### src/verilog/jump_branch_pkg.sv
package jump_branch_pkg;
	// Opcodes handled by this unit
	localparam logic [7:0] OP_ABS_JUMP = 8'hc3;
	localparam logic [7:0] OP_REL_JUMP = 8'h18;
	localparam logic [7:0] OP_REL_Z = 8'h28;
	localparam logic [7:0] OP_REL_NC = 8'h30;
	localparam logic [7:0] OP_REL_C = 8'h38;
	// Conditional absolute jump pattern: 11 ccc 010
	localparam logic [1:0] ABS_COND_HI = 2'h3;
	localparam logic [2:0] ABS_COND_LO = 3'h2;
	localparam int ABS_COND_FIELD_LSB = 3;
	// Condition field codes
	localparam logic [2:0] COND_NOT_ZERO = 3'h0;
	localparam logic [2:0] COND_ZERO = 3'h1;
	localparam logic [2:0] COND_NO_CARRY = 3'h2;
	localparam logic [2:0] COND_CARRY = 3'h3;
	localparam logic [2:0] COND_PARITY_ODD = 3'h4;
	localparam logic [2:0] COND_PARITY_EVEN = 3'h5;
	localparam logic [2:0] COND_SIGN_POS = 3'h6;
	localparam logic [2:0] COND_SIGN_NEG = 3'h7;
	// Flag bit positions in the flag byte
	localparam int FLAG_SIGN = 7;
	localparam int FLAG_ZERO = 6;
	localparam int FLAG_PARITY = 2;
	localparam int FLAG_CARRY = 0;
	// Clock states per machine cycle, one clock per state
	localparam logic [2:0] T_FETCH = 3'h4;
	localparam logic [2:0] T_READ = 3'h3;
	localparam logic [2:0] T_INTERNAL = 3'h5;
	// Instruction lengths in clock states
	localparam logic [3:0] LEN_ABS = 4'ha;
	localparam logic [3:0] LEN_REL_TAKEN = 4'hc;
	localparam logic [3:0] LEN_REL_SKIP = 4'h7;
	// Reset values
	localparam logic [15:0] PC_RESET = 16'h0000;
	// Sequencer states, Gray coded along fetch, operands, add
	typedef enum logic [1:0] {
		ST_FETCH = 2'h0,
		ST_OPND1 = 2'h1,
		ST_OPND2 = 2'h3,
		ST_REL_ADD = 2'h2
	} state_type;
endpackage

### src/verilog/cond_if.sv
`timescale 1ns/1ps
interface cond_if;
	logic clk;
	logic [2:0] field;
	logic [7:0] flags;
	logic holds;
	modport eval (input clk, input field, input flags, output holds);
	modport user (output clk, output field, output flags, input holds);
endinterface

### src/verilog/cond_eval.sv
`timescale 1ns/1ps
module cond_eval
(
	cond_if.eval cif
);
	// Pick the flag named by the field, odd codes test for set
	function automatic logic cond_true(input logic [2:0] f,
		input logic [7:0] fl);
		logic bit_val;
		bit_val = 1'b0;
		unique case (f[2:1])
			2'h0: bit_val = fl[jump_branch_pkg::FLAG_ZERO];
			2'h1: bit_val = fl[jump_branch_pkg::FLAG_CARRY];
			2'h2: bit_val = fl[jump_branch_pkg::FLAG_PARITY];
			2'h3: bit_val = fl[jump_branch_pkg::FLAG_SIGN];
		endcase
		return f[0] ? bit_val : ~bit_val;
	endfunction

	assign cif.holds = cond_true(cif.field, cif.flags);

	property p_cond_parity_odd;
		@(posedge cif.clk)
		(cif.field == jump_branch_pkg::COND_PARITY_ODD) |->
		(cif.holds == !cif.flags[jump_branch_pkg::FLAG_PARITY]);
	endproperty
	a_cond_parity_odd: assert property (p_cond_parity_odd)
	else $error("Parity odd condition decoded wrongly");
endmodule

### src/verilog/jump_branch_unit.sv
`timescale 1ns/1ps
module jump_branch_unit
(
	input wire logic CLK,
	input wire logic RESET,
	input wire logic [7:0] MEM_DATA,
	input wire logic [7:0] FLAGS,
	output logic [15:0] MEM_ADDR,
	output logic MEM_RD,
	output logic INSTR_DONE,
	output logic BRANCH_TAKEN
);
	jump_branch_pkg::state_type state_reg;
	jump_branch_pkg::state_type state_next;
	logic [2:0] t_reg;
	logic [15:0] pc_reg;
	logic [7:0] op_reg;
	logic [7:0] opnd_reg;
	logic done_reg;
	logic taken_reg;
	logic rd_reg;
	logic end_of_m;
	logic last;
	logic taken_now;
	logic [3:0] len_reg;

	cond_if cif();

	function automatic logic is_abs(input logic [7:0] op);
		return op == jump_branch_pkg::OP_ABS_JUMP ||
			(op[7:6] == jump_branch_pkg::ABS_COND_HI &&
			op[2:0] == jump_branch_pkg::ABS_COND_LO);
	endfunction

	function automatic logic is_rel(input logic [7:0] op);
		return op == jump_branch_pkg::OP_REL_JUMP ||
			op == jump_branch_pkg::OP_REL_Z ||
			op == jump_branch_pkg::OP_REL_NC ||
			op == jump_branch_pkg::OP_REL_C;
	endfunction

	function automatic logic [2:0] rel_field(input logic [7:0] op);
		logic [2:0] f;
		f = jump_branch_pkg::COND_CARRY;
		if (op == jump_branch_pkg::OP_REL_Z)
			f = jump_branch_pkg::COND_ZERO;
		else if (op == jump_branch_pkg::OP_REL_NC)
			f = jump_branch_pkg::COND_NO_CARRY;
		return f;
	endfunction

	// flags read only, no path writes them
	assign cif.flags = FLAGS;
	assign cif.clk = CLK;
	assign cif.field = is_rel(op_reg) ? rel_field(op_reg) :
		op_reg[jump_branch_pkg::ABS_COND_FIELD_LSB +: 3];

	cond_eval u_cond
	(
		.cif(cif)
	);

	// Unconditional forms ignore the evaluated condition
	// always taken
	assign taken_now = (op_reg == jump_branch_pkg::OP_ABS_JUMP ||
		op_reg == jump_branch_pkg::OP_REL_JUMP) ? 1'b1 : cif.holds;

	// Last clock state of the current machine cycle
	always_comb
	begin
		end_of_m = 1'b0;
		unique case (state_reg)
			jump_branch_pkg::ST_FETCH:
				end_of_m = t_reg == jump_branch_pkg::T_FETCH - 3'h1;
			jump_branch_pkg::ST_OPND1,
			jump_branch_pkg::ST_OPND2:
				end_of_m = t_reg == jump_branch_pkg::T_READ - 3'h1;
			jump_branch_pkg::ST_REL_ADD:
				end_of_m = t_reg == jump_branch_pkg::T_INTERNAL - 3'h1;
		endcase
	end

	// Machine cycle sequencing
	always_comb
	begin
		state_next = state_reg;
		last = 1'b0;
		if (end_of_m)
		begin
			unique case (state_reg)
				jump_branch_pkg::ST_FETCH:
					// Other opcodes belong elsewhere; here a bare fetch
					if (is_abs(MEM_DATA) || is_rel(MEM_DATA))
						state_next = jump_branch_pkg::ST_OPND1;
					else
						last = 1'b1;
				jump_branch_pkg::ST_OPND1:
					if (is_rel(op_reg) && taken_now)
						state_next = jump_branch_pkg::ST_REL_ADD;
					else if (is_rel(op_reg))
					begin
						state_next = jump_branch_pkg::ST_FETCH;
						last = 1'b1;
					end
					else
						state_next = jump_branch_pkg::ST_OPND2;
				jump_branch_pkg::ST_OPND2,
				jump_branch_pkg::ST_REL_ADD:
				begin
					state_next = jump_branch_pkg::ST_FETCH;
					last = 1'b1;
				end
			endcase
		end
	end

	// State and clock state counter
	always_ff @(posedge CLK)
	begin
		if (RESET)
		begin
			state_reg <= jump_branch_pkg::ST_FETCH;
			t_reg <= 3'h0;
		end
		else
		begin
			state_reg <= state_next;
			t_reg <= end_of_m ? 3'h0 : t_reg + 3'h1;
		end
	end

	// Opcode and first operand capture
	always_ff @(posedge CLK)
	begin
		if (RESET)
		begin
			op_reg <= 8'h00;
			opnd_reg <= 8'h00;
		end
		else if (end_of_m && state_reg == jump_branch_pkg::ST_FETCH)
			op_reg <= MEM_DATA;
		else if (end_of_m && state_reg == jump_branch_pkg::ST_OPND1)
			opnd_reg <= MEM_DATA;
	end

	// Program counter
	always_ff @(posedge CLK)
	begin
		if (RESET)
			pc_reg <= jump_branch_pkg::PC_RESET;
		else if (end_of_m)
		begin
			unique case (state_reg)
				jump_branch_pkg::ST_FETCH,
				jump_branch_pkg::ST_OPND1:
					pc_reg <= pc_reg + 16'h0001;
				jump_branch_pkg::ST_OPND2:
					pc_reg <= taken_now ? {MEM_DATA, opnd_reg} :
						pc_reg + 16'h0001;
				jump_branch_pkg::ST_REL_ADD:
					pc_reg <= pc_reg + {{8{opnd_reg[7]}}, opnd_reg};
			endcase
		end
	end

	// Registered outputs; read strobe low only in the internal cycle
	always_ff @(posedge CLK)
	begin
		if (RESET)
		begin
			done_reg <= 1'b0;
			taken_reg <= 1'b0;
			rd_reg <= 1'b1;
		end
		else
		begin
			done_reg <= last;
			taken_reg <= last && taken_now &&
				state_reg != jump_branch_pkg::ST_FETCH;
			rd_reg <= state_next != jump_branch_pkg::ST_REL_ADD;
		end
	end

	assign MEM_ADDR = pc_reg;
	assign MEM_RD = rd_reg;
	assign INSTR_DONE = done_reg;
	assign BRANCH_TAKEN = taken_reg;

	// Clock states since the instruction began, for the checks
	always_ff @(posedge CLK)
	begin
		if (RESET)
			len_reg <= 4'h0;
		else if (state_reg == jump_branch_pkg::ST_FETCH && t_reg == 3'h0)
			len_reg <= 4'h1;
		else
			len_reg <= len_reg + 4'h1;
	end

	property p_abs_len;
		@(posedge CLK) disable iff (RESET)
		(last && is_abs(op_reg) &&
		state_reg != jump_branch_pkg::ST_FETCH) |->
		(len_reg == jump_branch_pkg::LEN_ABS - 4'h1);
	endproperty
	a_abs_len: assert property (p_abs_len)
	else $error("Absolute jump length wrong");

	property p_abs_target;
		@(posedge CLK) disable iff (RESET)
		(last && state_reg == jump_branch_pkg::ST_OPND2 && taken_now) |=>
		(MEM_ADDR == {$past(MEM_DATA), $past(opnd_reg)}) && BRANCH_TAKEN;
	endproperty
	a_abs_target: assert property (p_abs_target)
	else $error("Absolute target not loaded");

	property p_abs_skip;
		@(posedge CLK) disable iff (RESET)
		(last && state_reg == jump_branch_pkg::ST_OPND2 && !taken_now) |=>
		(MEM_ADDR == $past(pc_reg) + 16'h0001) && !BRANCH_TAKEN;
	endproperty
	a_abs_skip: assert property (p_abs_skip)
	else $error("Untaken absolute jump did not step");

	property p_cond_form;
		@(posedge CLK) disable iff (RESET)
		(state_reg == jump_branch_pkg::ST_FETCH && end_of_m &&
		MEM_DATA[7:6] == 2'h3 && MEM_DATA[2:0] == 3'h2) |=>
		(state_reg == jump_branch_pkg::ST_OPND1) ##3
		(state_reg == jump_branch_pkg::ST_OPND2);
	endproperty
	a_cond_form: assert property (p_cond_form)
	else $error("Conditional absolute opcode not decoded");

	property p_rel_target;
		@(posedge CLK) disable iff (RESET)
		(last && state_reg == jump_branch_pkg::ST_REL_ADD) |=>
		(MEM_ADDR == $past(pc_reg) + {{8{$past(opnd_reg[7])}},
		$past(opnd_reg)});
	endproperty
	a_rel_target: assert property (p_rel_target)
	else $error("Relative target wrong");

	property p_rel_taken_len;
		@(posedge CLK) disable iff (RESET)
		(last && state_reg == jump_branch_pkg::ST_REL_ADD) |->
		(len_reg == jump_branch_pkg::LEN_REL_TAKEN - 4'h1) && !MEM_RD;
	endproperty
	a_rel_taken_len: assert property (p_rel_taken_len)
	else $error("Taken relative jump length wrong");

	property p_rel_skip_len;
		@(posedge CLK) disable iff (RESET)
		(last && state_reg == jump_branch_pkg::ST_OPND1) |->
		(len_reg == jump_branch_pkg::LEN_REL_SKIP - 4'h1);
	endproperty
	a_rel_skip_len: assert property (p_rel_skip_len)
	else $error("Untaken relative jump length wrong");

	property p_rel_c;
		@(posedge CLK) disable iff (RESET)
		(end_of_m && state_reg == jump_branch_pkg::ST_OPND1 &&
		op_reg == jump_branch_pkg::OP_REL_C) |=>
		(state_reg == jump_branch_pkg::ST_REL_ADD) ==
		$past(FLAGS[jump_branch_pkg::FLAG_CARRY]);
	endproperty
	a_rel_c: assert property (p_rel_c)
	else $error("Carry set relative jump wrong");

	property p_rel_nc;
		@(posedge CLK) disable iff (RESET)
		(end_of_m && state_reg == jump_branch_pkg::ST_OPND1 &&
		op_reg == jump_branch_pkg::OP_REL_NC) |=>
		(state_reg == jump_branch_pkg::ST_REL_ADD) !=
		$past(FLAGS[jump_branch_pkg::FLAG_CARRY]);
	endproperty
	a_rel_nc: assert property (p_rel_nc)
	else $error("Carry clear relative jump wrong");

	property p_rel_z;
		@(posedge CLK) disable iff (RESET)
		(end_of_m && state_reg == jump_branch_pkg::ST_OPND1 &&
		op_reg == jump_branch_pkg::OP_REL_Z) |=>
		(state_reg == jump_branch_pkg::ST_REL_ADD) ==
		$past(FLAGS[jump_branch_pkg::FLAG_ZERO]);
	endproperty
	a_rel_z: assert property (p_rel_z)
	else $error("Zero set relative jump wrong");
endmodule

### config.mk
export PLATFORM = sky130hd
export DESIGN_NAME = jump_branch_unit
export DESIGN_NICKNAME = d
export VERILOG_FILES = /design/src/verilog/jump_branch_pkg.sv /design/src/verilog/cond_if.sv /design/src/verilog/cond_eval.sv /design/src/verilog/jump_branch_unit.sv
export SDC_FILE = /design/constraint.sdc
export NUM_CORES = 1
export LEC_CHECK = 0
export BUFFER_PORTS_ARGS = -buffer_cell sky130_fd_sc_hd__buf_4
export CAP_MARGIN = 20
export CELL_PAD_IN_SITES_DETAIL_PLACEMENT = 1
export CELL_PAD_IN_SITES_GLOBAL_PLACEMENT = 1
export CORE_ASPECT_RATIO = 0.7
export CORE_UTILIZATION = 39
export CTS_CLUSTER_DIAMETER = 200
export DETAILED_ROUTE_END_ITERATION = 10
export GPL_TIMING_DRIVEN = 1
export HOLD_SLACK_MARGIN = 0.12
export PLACE_DENSITY = 0.82
export REMOVE_ABC_BUFFERS = 1
export SYNTH_ARGS = -nofsm -noshare
export SYNTH_HDL_FRONTEND = slang
export SYNTH_SLANG_ARGS = --single-unit
export TNS_END_PERCENT = 100
### constraint.sdc
create_clock -name CLK -period 2.35 [get_ports CLK]
set_input_delay 0.47 -clock CLK [delete_from_list [all_inputs] [get_ports CLK]]
set_output_delay 0.47 -clock CLK [all_outputs]
set_load 0.03 [all_outputs]
==> metrics.cfg <==
[critical_path]
arrival_ns=2.80
crit_required_ns=2.55
critical_path_maximum_fanout=6
worstSetupPathType=reg2reg
cp-startpoint=op_reg[7]
worst_path_largest_cell_delay_ns=0.56
r2r_start=op_reg[7]
timing.rr.end=MEM_ADDR[5]
critical_path_depth=8
critPathTopFamily=simple AND/OR/NAND/NOR gates
rr_worst_depth=8
critical_path.most_common_cell=o31a_1
timing.critical_path.to_type=register
r2r_setup_slack_ns=-0.25
critPathSlowestCell=or4_4
critical_path.cell_chain=or4_4 -> o31a_1 -> mux2_4 -> or2_4 -> nor4_1 -> buf_4 -> o31a_1 -> o32ai_2
worstSetupStartpointType=register
path_buf_inv=1

[cts]
h_tree_depth=2
clkLatencyLatePin_ns=0.31
clkTransAtPathRegs_ns=0.09
holdBufCountCts=0
tritoncts.num_buffers=5
clock_tree.buffer_depth=2
cts_tree=yes
cts.sink_count=40
clock_tree.root_cell=clkbuf_8

[route]
first_pass_iters=5
wl_per_cell_um=21.0
routed_via_density=6.20
route.final.wire_length_um=11700
vias=3441
post-route-drc-count=0
first_iter_violations=216
antenna_left=0

[global_route]
groute.usage.overall_pct=29.2
antenna_found_initial=0
first_pass_grt_wire_length_um=17600
grt-ovfl-total=0
first_global_vias=3471
maximum_number_of_pins_on_one_net_before_global_route_repair=22

[die]
floorplan.die_area_um2=7930
rows=26
fp.dieH_um=74.8
start_util_pct=40.3
fp.dieW_um=106
design.portCount=37
fp.coreArea_um2=7320

[min_path]
worst_hold_path_type=in2reg
worst_hold_startpoint=RESET
holdPathStages=2
hold-path-endpoint=opnd_reg[1]

[place]
io_buffers=32
gp_congestion=0.908
dp_hpwl_um=8430

[logic_synthesis]
synth_flop_cell=dfxtp_1
synth.avg_cell_area_um2=7.79
yosysUniqueCellTypes=59
number_of_enable_flip_flop_cells_after_synthesis=0
synth_async_sr_flop_share_pct=0
ys_ff_latch=40
netlist_instances=379
synth_area_um2=2950
synth.yosys.warnings=0
synth_sequential_area_ratio_pct=27.1

[final_layout]
largest_register_ffs=16
num-nets-final=493
n_antenna_cell=0
postLayoutCoreUtil_pct=53.6
post_route_cells_drive_above_1_share_pct=28.0
area_growth_pct=32.8

[sta]
period_needed_ns=2.60
max_freq_mhz=384
final-setup-viol-count=18
hold-worst-slack_ns=0.427
final.setup.worst_slack_ns=-0.255
clock-skew-final_ns=0.0133
grt_setup_unrepaired=true
final-max-slew-violation-count=0
final_hold_viol_count=0
period_share_pct=111
worst_rel_slew_slack_pct=63.7
tightest_slew_ns=0.544
totalNegativeSetupSlack_ns=-3.01

[power_and_ir_drop]
maximum_resistive_drop_on_vdd_uv=210
cellPowerDensity_nw_per_um2=422
static-leakage-power_nw=1.64

[run_status]
violations=negative setup slack
result_of_the_run=complete, but fails checks

[run]
maxCapViolations=0

==> power breakdown <==
part           switching, mW  total [mW]  leakage (nW)  internal [mW]
Clock                  0.261       0.523        0.0503          0.262
Combinational          0.231       0.394          1.26          0.163
Sequential            0.0320       0.737         0.324          0.705
==> final cells by class <==
class	count	area, um2
multi-input cells	315	2210
clock buffers	7	96.3
repair buffers	87	657
well taps	98	123
flip-flops and latches	40	801
fillers	914	3400
inverters	8	30.0
==> cells in the final DEF (no fill, tap or decap), drive strengths merged, types with 7 or more instances in the layout <==
cell type / count
buf: 87
dfxtp: 40
nor2: 37
nand2: 33
o21ai: 33
a21oi: 24
nand3: 19
ha: 17
nor3: 16
mux2i: 12
xor2: 10
xnor2: 10
inv: 8
a31oi: 8
clkbuf: 7
==> logic make-up (layout without fill, tap and decap cells) <==
family	Yosys count	in the layout	synth area share, %
DFF	40	40	27.1
AOI/OAI and AO/OA	124	124	28.1
buffers and inverters	25	102	3.43
muxes	13	13	4.58
xor gates and xnor gates	20	20	5.93
adders and majority gates	19	19	8.22
and+or+nand+nor	138	139	22.6
==> cells in the mapped netlist, types with 2 or more instances <==
cell,instances,area [um2]
dfxtp_1,40,801
nor2_1,37,139
nand2_1,33,124
o21ai_0,30,150
a21oi_1,23,115
nand3_1,19,95.1
ha_1,17,213
clkbuf_1,16,60.1
nor3_1,16,80.1
mux2i_1,12,120
xnor2_1,10,87.6
xor2_1,10,87.6
a31oi_1,8,50.1
inv_1,8,30.0
a211oi_1,6,45.0
a311oi_1,6,52.6
and3_1,6,37.5
o31ai_1,6,45.0
a21o_1,5,37.5
nor4_1,5,31.3
nand4_1,4,25.0
o21a_1,4,30.0
nand2b_1,3,18.8
o211ai_1,3,22.5
o21ai_1,3,15.0
o311ai_0,3,26.3
o31a_1,3,26.3
or2_2,3,18.8
a2111oi_0,2,17.5
a221oi_1,2,17.5
a31o_2,2,17.5
a32oi_1,2,17.5
nand3b_1,2,15.0
o21bai_1,2,15.0
o221a_2,2,22.5
o32ai_1,2,17.5
or3_1,2,12.5
==> repair_timing <==
item / CTS / global route
gates resized for setup: 25 / 13
endpoints found under the hold margin: 0 / 0
setup endpoints to repair: 19 / 18
buffers inserted: 1 / 2
cloned: 1 / 0
pin swaps: 11 / 3
==> per-stage QoR <==
step           setup WS (ns)  area [um2]  power, mW  cells
6_report              -0.255        3920       1.65    555
5_1_grt               -0.307        3920       1.72    555
4_1_cts               -0.183        3820       1.63    553
3_5_place_dp          -0.283        3630       1.09    544
3_3_place_gp          -0.218        3630       1.07    544
2_1_floorplan         -0.119        2880      0.929    362
==> layer usage <==
metal  track usage (%)  up-vias  part of all wire [%]
met5                 0        -                     0
met4              9.41        0                   2.2
met3              5.80       28                   6.2
met2              49.2      130                    48
met1              38.2     1691                    44
li1                  -     1592                     -
==> worst max path at each step <==
stage | end
floorplan | MEM_ADDR[0]
global placement | MEM_ADDR[0]
detailed placement | MEM_ADDR[5]
CTS | MEM_ADDR[5]
global route | MEM_ADDR[15]
finish | MEM_ADDR[5]
Note: power is estimated with default switching activity, not from simulation.
